**src/design/node_cfg_consts.svh**
```systemverilog
// constants for the dial switch node configuration loader
`ifndef NODE_CFG_CONSTS_SVH
`define NODE_CFG_CONSTS_SVH

// switch level that means "on" (contact closed)
`define SW_ON 1'b1
// number of address bits set by the switches
`define ADDR_LOW_W 5
// number of address bits set by the host
`define ADDR_HIGH_W 2
// broadcast / default node address
`define ADDR_BROADCAST 7'h00
// rate select codes, {rate_switch_high, rate_switch_low}, 1 = on
`define RATE_SEL_BOTH_ON 2'h3
`define RATE_SEL_LOW_OFF 2'h2
`define RATE_SEL_HIGH_OFF 2'h1
`define RATE_SEL_BOTH_OFF 2'h0
// serial rates in baud
`define BAUD_DEFAULT 17'h02580
`define BAUD_19200 17'h04b00
`define BAUD_38400 17'h09600
`define BAUD_57600 17'h0e100
// register offsets on the plain register port
`define REG_NODE_CFG 4'h0
`define REG_HOST_ADDR 4'h1
`define REG_BAUD 4'h2
// field positions in the node config register
`define FLD_ADDR_LSB 0
`define FLD_TERM_BIT 8
`define FLD_RATE_LSB 9
`define FLD_BCAST_BIT 11
`define FLD_LOADED_BIT 12
// settle cycles before the one-shot sample after reset
`define SETTLE_CYCLES 8'h10

`endif

```
**src/design/node_cfg_pkg.sv**
```systemverilog
// types shared by the node configuration loader
package node_cfg_pkg;
    // loader sequence states
    typedef enum logic [1:0] {
        ST_SETTLE,
        ST_SAMPLE,
        ST_HOLD
    } load_state_t;
    // serial rate selections
    typedef enum logic [1:0] {
        RATE_57600,
        RATE_38400,
        RATE_19200,
        RATE_DEFAULT
    } rate_sel_t;
endpackage : node_cfg_pkg

```
**src/design/switch_addr_decode.sv**
```systemverilog
// combinational decode of the dial switch positions
`timescale 1ns/1ps
`include "node_cfg_consts.svh"

module switch_addr_decode (
    // raw switch levels, 1 = on
    input wire logic [7:0] sw,
    // decoded results
    output logic [4:0] addr_low,
    output node_cfg_pkg::rate_sel_t rate_sel,
    output logic [16:0] baud,
    output logic term_on
);

    // on contributes zero, off contributes its weight, so invert each bit
    genvar i;
    generate
        for (i = 0; i < `ADDR_LOW_W; i = i + 1) begin : g_addr
            assign addr_low[i] = (sw[i] != `SW_ON);
        end
    endgenerate

    wire [1:0] rate_code;
    // position 7 is the high code bit, position 6 the low one
    assign rate_code = {sw[6], sw[5]};

    assign rate_sel = node_cfg_pkg::rate_sel_t'(rate_code);
    assign baud = (rate_code == `RATE_SEL_BOTH_ON) ? `BAUD_DEFAULT :
                  (rate_code == `RATE_SEL_LOW_OFF) ? `BAUD_19200 :
                  (rate_code == `RATE_SEL_HIGH_OFF) ? `BAUD_38400 :
                  `BAUD_57600;

    assign term_on = (sw[7] == `SW_ON);

endmodule : switch_addr_decode

```
**src/design/dip_switch_node_config.sv**
```systemverilog
// dial switch node configuration loader with host address extension
// Contract
// - low five address bits from switches
// - weights 1..16, off adds weight
// - host writes upper two address bits
// - address zero is default and broadcast
// - switches six, seven select serial rate
// - termination connected only when switch eight on
//
// Our own choices: the plain strobed port and the register offsets.
`timescale 1ns/1ps
`include "node_cfg_consts.svh"

module dip_switch_node_config (
    // clock and reset
    input wire logic CLK_SYS,
    input wire logic RST,
    // dial switch positions, 1 = on
    input wire logic [4:0] ADDR_SWITCH,
    input wire logic RATE_SWITCH_LOW,
    input wire logic RATE_SWITCH_HIGH,
    input wire logic TERMINATION_SWITCH,
    // register port
    input wire logic [3:0] REG_ADDR,
    input wire logic [31:0] REG_WDATA,
    input wire logic REG_WR,
    input wire logic REG_RD,
    output logic [31:0] REG_RDATA,
    // decoded configuration
    output logic [6:0] NODE_ADDR,
    output logic NODE_IS_BROADCAST,
    output logic [16:0] BAUD_RATE,
    output logic [1:0] RATE_SEL,
    output logic TERM_ENABLE,
    output logic CFG_LOADED
);

    ////////////////////////////////////////////////////////////////////////
    // switch decode

    // decoder results, all live copies of the switch levels
    wire [7:0] sw_all;
    wire [4:0] dec_addr_low;
    node_cfg_pkg::rate_sel_t dec_rate;
    wire [16:0] dec_baud;
    wire dec_term;

    // gather positions one to eight into one vector, position one in bit 0;
    // the decoder is pure logic, so its outputs follow the pins at once and
    // only the capture below decides when they count
    assign sw_all = {TERMINATION_SWITCH, RATE_SWITCH_HIGH, RATE_SWITCH_LOW, ADDR_SWITCH};

    switch_addr_decode u_dec (
        .sw(sw_all),
        .addr_low(dec_addr_low),
        .rate_sel(dec_rate),
        .baud(dec_baud),
        .term_on(dec_term)
    );

    ////////////////////////////////////////////////////////////////////////
    // one-shot load sequence

    node_cfg_pkg::load_state_t state_q;
    node_cfg_pkg::load_state_t state_d;
    logic [7:0] settle_q; // cycles left before sampling
    logic [7:0] settle_d;
    wire settle_done;

    // waiting a few cycles lets switch inputs settle after reset release;
    // the sequence after release is: settle count down to zero, one
    // sample cycle that loads the held registers, then hold for good.
    // the pins therefore show the dialled values a couple of cycles after
    // the count ends, and software should poll the loaded flag first
    assign settle_done = (settle_q == 8'h00);

    // next state; once held, nothing reloads until the next reset
    always_comb begin
        state_d = state_q;
        settle_d = settle_q;
        case (state_q)
            // count down settle time
            node_cfg_pkg::ST_SETTLE: begin
                if (settle_done) begin
                    state_d = node_cfg_pkg::ST_SAMPLE;
                end else begin
                    settle_d = settle_q - 8'h01;
                end
            end
            // one capture cycle
            node_cfg_pkg::ST_SAMPLE: begin
                state_d = node_cfg_pkg::ST_HOLD;
            end
            node_cfg_pkg::ST_HOLD: begin
                state_d = node_cfg_pkg::ST_HOLD;
            end
            // a stray state code falls back to settling rather than holding junk
            default: begin
                state_d = node_cfg_pkg::ST_SETTLE;
            end
        endcase
    end

    // state registers; the settle counter reloads on every reset, so a
    // mid-run reset repeats the whole load
    always_ff @(posedge CLK_SYS or posedge RST) begin
        if (RST) begin
            state_q <= node_cfg_pkg::ST_SETTLE;
            settle_q <= `SETTLE_CYCLES;
        end else begin
            state_q <= state_d;
            settle_q <= settle_d;
        end
    end

    // capture is high for exactly one cycle per reset
    wire capture;
    assign capture = (state_q == node_cfg_pkg::ST_SAMPLE);

    ////////////////////////////////////////////////////////////////////////
    // captured switch settings

    logic [4:0] addr_low_q; // switch address bits
    logic [1:0] rate_q; // rate selection
    logic [16:0] baud_q; // decoded rate
    logic term_q; // termination
    logic loaded_q; // capture complete

    // switch values are caught by the clock, never by the reset itself;
    // each held value has its own short process so one path reads alone

    // all five address positions are taken in the same capture cycle
    // low address bits
    always_ff @(posedge CLK_SYS or posedge RST) begin
        if (RST) begin
            // start at the broadcast value until the switches are read
            addr_low_q <= 5'h00;
        end else if (capture) begin
            addr_low_q <= dec_addr_low;
        end
    end

    // the rate code is kept beside its baud value for the status view
    // held rate code
    always_ff @(posedge CLK_SYS or posedge RST) begin
        if (RST) begin
            rate_q <= `RATE_SEL_BOTH_ON;
        end else if (capture) begin
            rate_q <= dec_rate;
        end
    end

    // seventeen bits hold the fastest selectable rate
    // held baud value
    always_ff @(posedge CLK_SYS or posedge RST) begin
        if (RST) begin
            baud_q <= `BAUD_DEFAULT;
        end else if (capture) begin
            baud_q <= dec_baud;
        end
    end

    // the resistor stays disconnected until the switch has been read
    // held termination
    always_ff @(posedge CLK_SYS or posedge RST) begin
        if (RST) begin
            term_q <= 1'b0;
        end else if (capture) begin
            term_q <= dec_term;
        end
    end

    // once set, only a reset clears it, and the load runs again only after that reset
    // capture complete flag
    always_ff @(posedge CLK_SYS or posedge RST) begin
        if (RST) begin
            loaded_q <= 1'b0;
        end else if (capture) begin
            loaded_q <= 1'b1;
        end
    end

    ////////////////////////////////////////////////////////////////////////
    // host register port

    // register map, one word per index:
    //   0x0 status: loaded, broadcast, rate code, termination, node address
    //   0x1 upper node address bits, written and read back by the host
    //   0x2 decoded baud value, read only
    //   other indices read as zero and ignore writes
    // writes to the status and baud words are dropped on purpose: the
    // switches own those values and the host must not override them
    logic [1:0] addr_high_q; // host-written upper address bits
    wire wr_host_addr;

    // write decode for the one writable word
    assign wr_host_addr = REG_WR && (REG_ADDR == `REG_HOST_ADDR);

    always_ff @(posedge CLK_SYS or posedge RST) begin
        if (RST) begin
            addr_high_q <= 2'h0;
        end else if (wr_host_addr) begin
            addr_high_q <= REG_WDATA[`ADDR_HIGH_W-1:0];
        end
    end

    // full address as the bus sees it
    wire [6:0] node_addr_w;
    wire bcast_w;

    assign node_addr_w = {addr_high_q, addr_low_q};
    // broadcast is judged on all seven bits, so host bits count as well
    // zero means broadcast
    assign bcast_w = (node_addr_w == `ADDR_BROADCAST);

    wire [31:0] cfg_word;
    wire [31:0] rd_mux;

    // status view of the held configuration
    // bit 7 stays zero as a spare between the address and the flags
    assign cfg_word = {19'h00000, loaded_q, bcast_w, rate_q, term_q, 1'b0, node_addr_w};

    // unmapped offsets read as zero
    assign rd_mux = (REG_ADDR == `REG_NODE_CFG) ? cfg_word :
                    (REG_ADDR == `REG_HOST_ADDR) ? {30'h00000000, addr_high_q} :
                    (REG_ADDR == `REG_BAUD) ? {15'h0000, baud_q} :
                    32'h00000000;

    // read data stands only in the cycle after the strobe; the zero in idle
    // cycles stops a stale word from lingering on the bus
    always_ff @(posedge CLK_SYS or posedge RST) begin
        if (RST) begin
            REG_RDATA <= 32'h00000000;
        end else if (REG_RD) begin
            REG_RDATA <= rd_mux;
        end else begin
            REG_RDATA <= 32'h00000000;
        end
    end

    ////////////////////////////////////////////////////////////////////////
    // registered configuration outputs

    // outputs from flops; they trail the held values by one cycle, which
    // costs a cycle of latency but keeps every pin free of decode glitches

    // host bits on top of the switch bits
    // combined node address
    always_ff @(posedge CLK_SYS or posedge RST) begin
        if (RST) begin
            NODE_ADDR <= `ADDR_BROADCAST;
        end else begin
            NODE_ADDR <= node_addr_w;
        end
    end

    // high while the whole address is zero
    // broadcast flag
    always_ff @(posedge CLK_SYS or posedge RST) begin
        if (RST) begin
            NODE_IS_BROADCAST <= 1'b1;
        end else begin
            NODE_IS_BROADCAST <= bcast_w;
        end
    end

    // the baud value a serial engine would divide down
    // held baud rate
    always_ff @(posedge CLK_SYS or posedge RST) begin
        if (RST) begin
            BAUD_RATE <= `BAUD_DEFAULT;
        end else begin
            BAUD_RATE <= baud_q;
        end
    end

    // the raw two-position code, for logic that prefers it
    // held rate code
    always_ff @(posedge CLK_SYS or posedge RST) begin
        if (RST) begin
            RATE_SEL <= `RATE_SEL_BOTH_ON;
        end else begin
            RATE_SEL <= rate_q;
        end
    end

    // high connects the line resistor
    // held termination
    always_ff @(posedge CLK_SYS or posedge RST) begin
        if (RST) begin
            TERM_ENABLE <= 1'b0;
        end else begin
            TERM_ENABLE <= term_q;
        end
    end

    // tells software that the pins now show the dialled values
    // loaded indication
    always_ff @(posedge CLK_SYS or posedge RST) begin
        if (RST) begin
            CFG_LOADED <= 1'b0;
        end else begin
            CFG_LOADED <= loaded_q;
        end
    end

endmodule : dip_switch_node_config

```
**config.mk**
```make
export PLATFORM = sky130hd
export DESIGN_NAME = dip_switch_node_config
export DESIGN_NICKNAME = d
export VERILOG_FILES = /design/src/design/node_cfg_pkg.sv /design/src/design/switch_addr_decode.sv /design/src/design/dip_switch_node_config.sv
export VERILOG_INCLUDE_DIRS = /design/src /design/src/design
export SDC_FILE = /design/constraint.sdc
export NUM_CORES = 1
export LEC_CHECK = 0
export ABC_CLOCK_PERIOD_IN_PS = 2500
export BUFFER_PORTS_ARGS = -buffer_cell sky130_fd_sc_hd__buf_2
export CAP_MARGIN = 10
export CELL_PAD_IN_SITES_DETAIL_PLACEMENT = 1
export CELL_PAD_IN_SITES_GLOBAL_PLACEMENT = 1
export CORE_MARGIN = 2
export CORE_UTILIZATION = 37
export CTS_BUF_LIST = sky130_fd_sc_hd__clkbuf_4 sky130_fd_sc_hd__clkbuf_8 sky130_fd_sc_hd__clkbuf_16
export CTS_CLUSTER_SIZE = 10
export DETAILED_ROUTE_END_ITERATION = 12
export PLACE_DENSITY_LB_ADDON = 0.08
export SYNTH_ARGS = -nofsm -noshare
export SYNTH_HDL_FRONTEND = slang
export SYNTH_SLANG_ARGS = --single-unit
```
**constraint.sdc**
```tcl
create_clock -name CLK_SYS -period 2.5 [get_ports CLK_SYS]
set_input_delay 0.125 -clock CLK_SYS [delete_from_list [all_inputs] [get_ports CLK_SYS]]
set_output_delay 0.125 -clock CLK_SYS [all_outputs]
set_load 0.01 [all_outputs]
```
# After elaboration in Yosys (flattened, before gate mapping)
# Cells that the tools add are included.
word_totals:
  rom_bits: 0
  latch_bits: 0
  elab_cells: 46
  regBits: 99
  out_inout_bits: 61
  ramBits: 0
  memories: 0
  in_bits: 48
classes:
  muxes: 9
  order_cmp: 0
  reduce_logical: 7
  mul: 0
  n_eq_ne: 8
  div_mod_pow: 0
  bitwise: 6
  n_addsub: 1
  shifts: 0
op_table:
  columns: ["op", "n"]
  rows:
  - ["$mux 17", 6]
  - ["$mux 15", 1]
  - ["$logic_not 8->1", 1]
  - ["$sub 8x1->8 const B", 1]
  - ["$logic_not 7->1", 1]
  - ["$eq 2x2->1 const B", 3]
  - ["$not 1->1", 6]
  - ["$eq 2x1->1 const B", 2]
  - ["$eq 4x1->1 const B", 1]
  - ["$eq 4x2->1 const B", 1]
  - ["$logic_not 4->1", 1]
  - ["$pmux 2 s2", 1]
  - ["$logic_not 2->1", 1]
  - ["$mux 2", 1]
  - ["$ne 2x2->1 const B", 1]
  - ["$reduce_and 2->1", 1]
  - ["$reduce_or 2->1", 1]
  - ["$logic_and 1x1->1", 1]

# Logic depth before layout (Yosys ltp)
depth:
  word_depth: 5
  mapped_depth: 6
  ltp_nobuf: 5

# Hierarchy
# A second synthesis with hierarchy kept.
hier_totals:
  cells_unflattened: 233
  hier_area_um2: 3296.9
modules_own_cells:
  columns: ["mod", "area_per_inst_um2", "cells_each", "seq_area_each_um2", "instances"]
  rows:
  - ["dip_switch_node_config", 3100.5, 204, 2119.5, 1]
  - ["switch_addr_decode", 196.4, 29, 0.0, 1]

# Worst setup path after synthesis
# No wires, ideal clock.
synth_path:
  path_kind: "reg2reg"
  startpoint: "register settle_q[0]"
  endpoint: "register state_q[1]"
  setup_time_ns: 0.128
  stages_incl_launch_ff: 6
  path_buffers: 0
  synth_period_minus_slack_ns: 1.757
  setup_slack_ns: 0.743
  t_arrival_ns: 1.630
  cell_sequence: "dfrtp_1 inv_1 ha_1 or3b_2 o21ai_2 mux2_1"
synth_between:
  elab_chain_cells: 2
synth_lines:
  columns: ["item", "line", "text"]
  rows:
  - ["from (decl)", "dip_switch_node_config.sv:66", "logic [7:0] settle_q;"]
  - ["from (signal assigned)", "dip_switch_node_config.sv:109", "settle_q <= `SETTLE_CYCLES;"]
  - ["from (signal assigned)", "dip_switch_node_config.sv:112", "settle_q <= settle_d;"]
  - ["$logic_not 8->1", "dip_switch_node_config.sv:75", "assign settle_done = (settle_q == 8'h00);"]
  - ["$ne 2x2->1 (no source line)", null, null]
  - ["to (signal assigned)", "dip_switch_node_config.sv:108", "state_q <= node_cfg_pkg::ST_SETTLE;"]
  - ["to (signal assigned)", "dip_switch_node_config.sv:111", "state_q <= state_d;"]
  - ["to (decl)", "dip_switch_node_config.sv:64", "node_cfg_pkg::load_state_t state_q;"]
# Every way passes these cells.
# A chain may end at the register's enable or synchronous reset.

# Worst setup path after layout
# Same ends and word-level chain as after synthesis.

==> out/qor.csv <==
stage,metric,value,unit
setup_path,cp.arrival,2.10,ns
timing,max_slew.worst_pin.slew,0.959,ns
layout,mostFrequentLayoutCell,buf_2,
drt,ant_nets,0,
synth,synth_edf_count,0,
timing,period_share,75.3,%
setup_path,worstSetupPathType,reg -> reg,
synth,synth.cell_area,2650,um2
global_routing,grt_pass1_vias,1631,
placed_design,dpl_worst_slack,0.609,ns
synth,synth_xor_area_share,0.331,%
floorplanning,num_rows,30,
timing,rsz0062_at_grt,false,
min_path,hold_depth,2,
drt,vias,1620,
timing,finClkSkew,0.00782,ns
drt,initialDrtViolationCount,50,
placed_design,portBuffers,54,
synth,avgSynthCellArea,13.3,um2
synth,synth_simple_gate_area_share,10.1,%
synth,synth_top_family_by_area,simple AND/OR/NAND/NOR gates,
floorplanning,die_h,88.6,um
clocking,cts_made_buffers,9,
layout,stdcell_count,368,
power_and_ir_drop,p_per_area,726,nW/um2
power_and_ir_drop,p_leak,1.62,nW
clocking,cts_num_sinks,67,
layout,final_cell_mix,"54 x buf_2, 53 x dfrtp_1, 24 x conb_1, 16 x nor2_1, 14 x dfstp_2",
clocking,clk_pin_slew,0.07,ns
timing,finalSetupViolCount,0,
timing,setup_tns,0,ns
timing,fmax,0.531,GHz
floorplanning,start_util,38.6,%
placed_design,gp_congestion,0.697,
global_routing,antenna_found_initial,0,
clocking,root_buffer,clkbuf_8,
clocking,worstSkewPairLatency,0.34,ns
timing,slew_headroom,36.1,%
floorplanning,ios,109,
global_routing,grtUsageTotal,14.4,%
setup_path,critPathMaxFanout,3,
synth,synth_ff_type,dfrtp_1,
global_routing,grt_start_max_net_pins,33,
clocking,hold_buffers,6,
setup_path,worstSetupEndpointType,register,
setup_path,cp.required,2.72,ns
clocking,cts.htree.levels,3,
synth,synthCells,199,
synth,synth-warning-count,0,
clocking,post_cts_resized,0,
synth,synth_fa_ha_area_share,4.25,%
placed_design,hpwl,3610,um
floorplanning,dieArea,7860,um2
timing,maxSlewViolCount,0,
power_and_ir_drop,ir_worst_vdd,0.000299,V
drt,wl_per_cell,13.9,um
drt,wirelength,5110,um
min_path,hold_path.class,in -> reg,
synth,ys_ff_latch,67,
global_routing,grt_overflow_total,0,
floorplanning,fp.dieW,88.6,um
layout,final_layout_size_suffix_gt1_share,39.3,%
layout,fill_cells,724,
synth,ys_async_sr_fraction,100,%
drt,drt-pass1-iter-count,2,
clocking,cts_tree,done,
timing,timing.final.crit_period,1.88,ns
layout,nets,324,
drt,route.detailed.drc,0,
timing,hold_viol_final,0,
layout,area_delta_synth_final,22.5,%
clocking,ctsLongestPathBuffers,2,
drt,avgViaCountPerCell,4.40,
setup_path,r2r_cells,5,
global_routing,grt_pass1_wl,8250,um
layout,n_antenna_cell,0,
placed_design,dp.cells,346,
clocking,post-cts-setup-buffer-count,0,
synth,synth.area.mux_share,7.84,%
outcome,status,completed,
timing,finalWorstSetupSlack,0.618,ns
floorplanning,core-area,6870,um2
synth,ys_types,37,
setup_path,cp-start-kind,register,
synth,ys_seq_area_share,63.9,%
flow_run,max-cap-violations,0,
timing,timing.hold.ws,0.0162,ns
synth,synth_compound_area_share,4.63,%
[metal layers]
layer | vias up | track usage [%] | share of wire, %
met5 | - | 0 | 0
met1 | 818 | 19.2 | 45
met4 | 0 | 5.79 | 1.8
li1 | 751 | - | -
met3 | 11 | 4.76 | 5.6
met2 | 40 | 21.7 | 48
[stage by stage]
step,area (um2),util (%),power [mW]
after floorplan,2740,-,1.30
after global placement,2960,43.0,1.35
after detailed placement,2960,43.0,1.35
after CTS,3250,47.3,2.40
after global routing,3250,47.3,2.48
final,3250,47.3,2.36
[report_power, final]
part / switching [mW] / leakage [nW] / internal [mW]
Clock: 0.399 / 0.116 / 0.626
Combinational: 0.0912 / 0.688 / 0.0640
Sequential: 0.0312 / 0.816 / 1.15
Total: 0.522 / 1.62 / 1.84
[sequential cells by signal, summed over array words and instances (netlist names)]
register           count
REG_RDATA             16
BAUD_RATE              9
baud_q                 9
settle_q               8
NODE_ADDR              7
addr_low_q             5
RATE_SEL               2
addr_high_q            2
rate_q                 2
state_q                2
CFG_LOADED             1
NODE_IS_BROADCAST      1
TERM_ENABLE            1
loaded_q               1
term_q                 1
[path summary, 6_finish.rpt]
kind | start | endpoint | slack [ns]
worst min register to register | rate_q[1]$_DFFE_PP1N_ | RATE_SEL[1]$_DFF_PP1_ | 0.37
worst max register to register | settle_q[0]$_DFFE_PP0P_ | state_q[1]$_DFFE_PP0N_ | 0.62
max in group asynchronous | RST | RATE_SEL[0]$_DFF_PP1_ | 1.27
worst max-delay path | settle_q[0]$_DFFE_PP0P_ | state_q[1]$_DFFE_PP0N_ | 0.62
min in group asynchronous | RST | addr_high_q[1]$_DFFE_PP0P_ | 0.44
worst min-delay path | REG_WDATA[1] | addr_high_q[1]$_DFFE_PP0P_ | 0.02
[critical path, cell delays in order, from the launching register on]
cell and delay [ns]:
dfrtp_1 0.40, inv_1 0.09, ha_1 0.18, or3b_2 0.51, o21ai_2 0.25, mux2_1 0.34
[cells by family (layout without fill, tap and decap cells)]
logic type               after synthesis  count (layout)
AND/OR/NAND/NOR                       45              45
XOR/XNOR                               1               1
other                                  1              24
AO/OA/AOI/OAI                         19              19
flip-flops                            67              67
adder cells (fa/ha/maj)                9               9
buffers and inverters                 38              88
multiplexers                          19              19
[cells in the mapped netlist (all sizes together) (3+ instances only)]
| master | count | area, um2 |
|---|---|---|
| buf | 25 | 185 |
| inv | 9 | 33.8 |
| dfrtp | 53 | 1330 |
| or4 | 4 | 35.0 |
| a22o | 5 | 43.8 |
| nand2 | 3 | 11.3 |
| and2 | 9 | 56.3 |
| dfstp | 14 | 368 |
| ha | 9 | 113 |
| mux2 | 14 | 158 |
| clkbuf | 4 | 15.0 |
| nor2 | 16 | 60.1 |
| a21oi | 6 | 30.0 |
| o21ai | 6 | 33.8 |
| mux2i | 5 | 50.1 |
[final cells by class]
cell class	count	area (um2)	share of cell area (%)
tap	96	120	3.70
clock inverter	4	72.6	2.24
multi-input combinational	117	815	25.1
inverter	9	33.8	1.04
sequential	67	1690	52.2
timing repair buffer	63	353	10.9
clock buffer	12	159	4.89
Power figures use the tool's default switching activity.
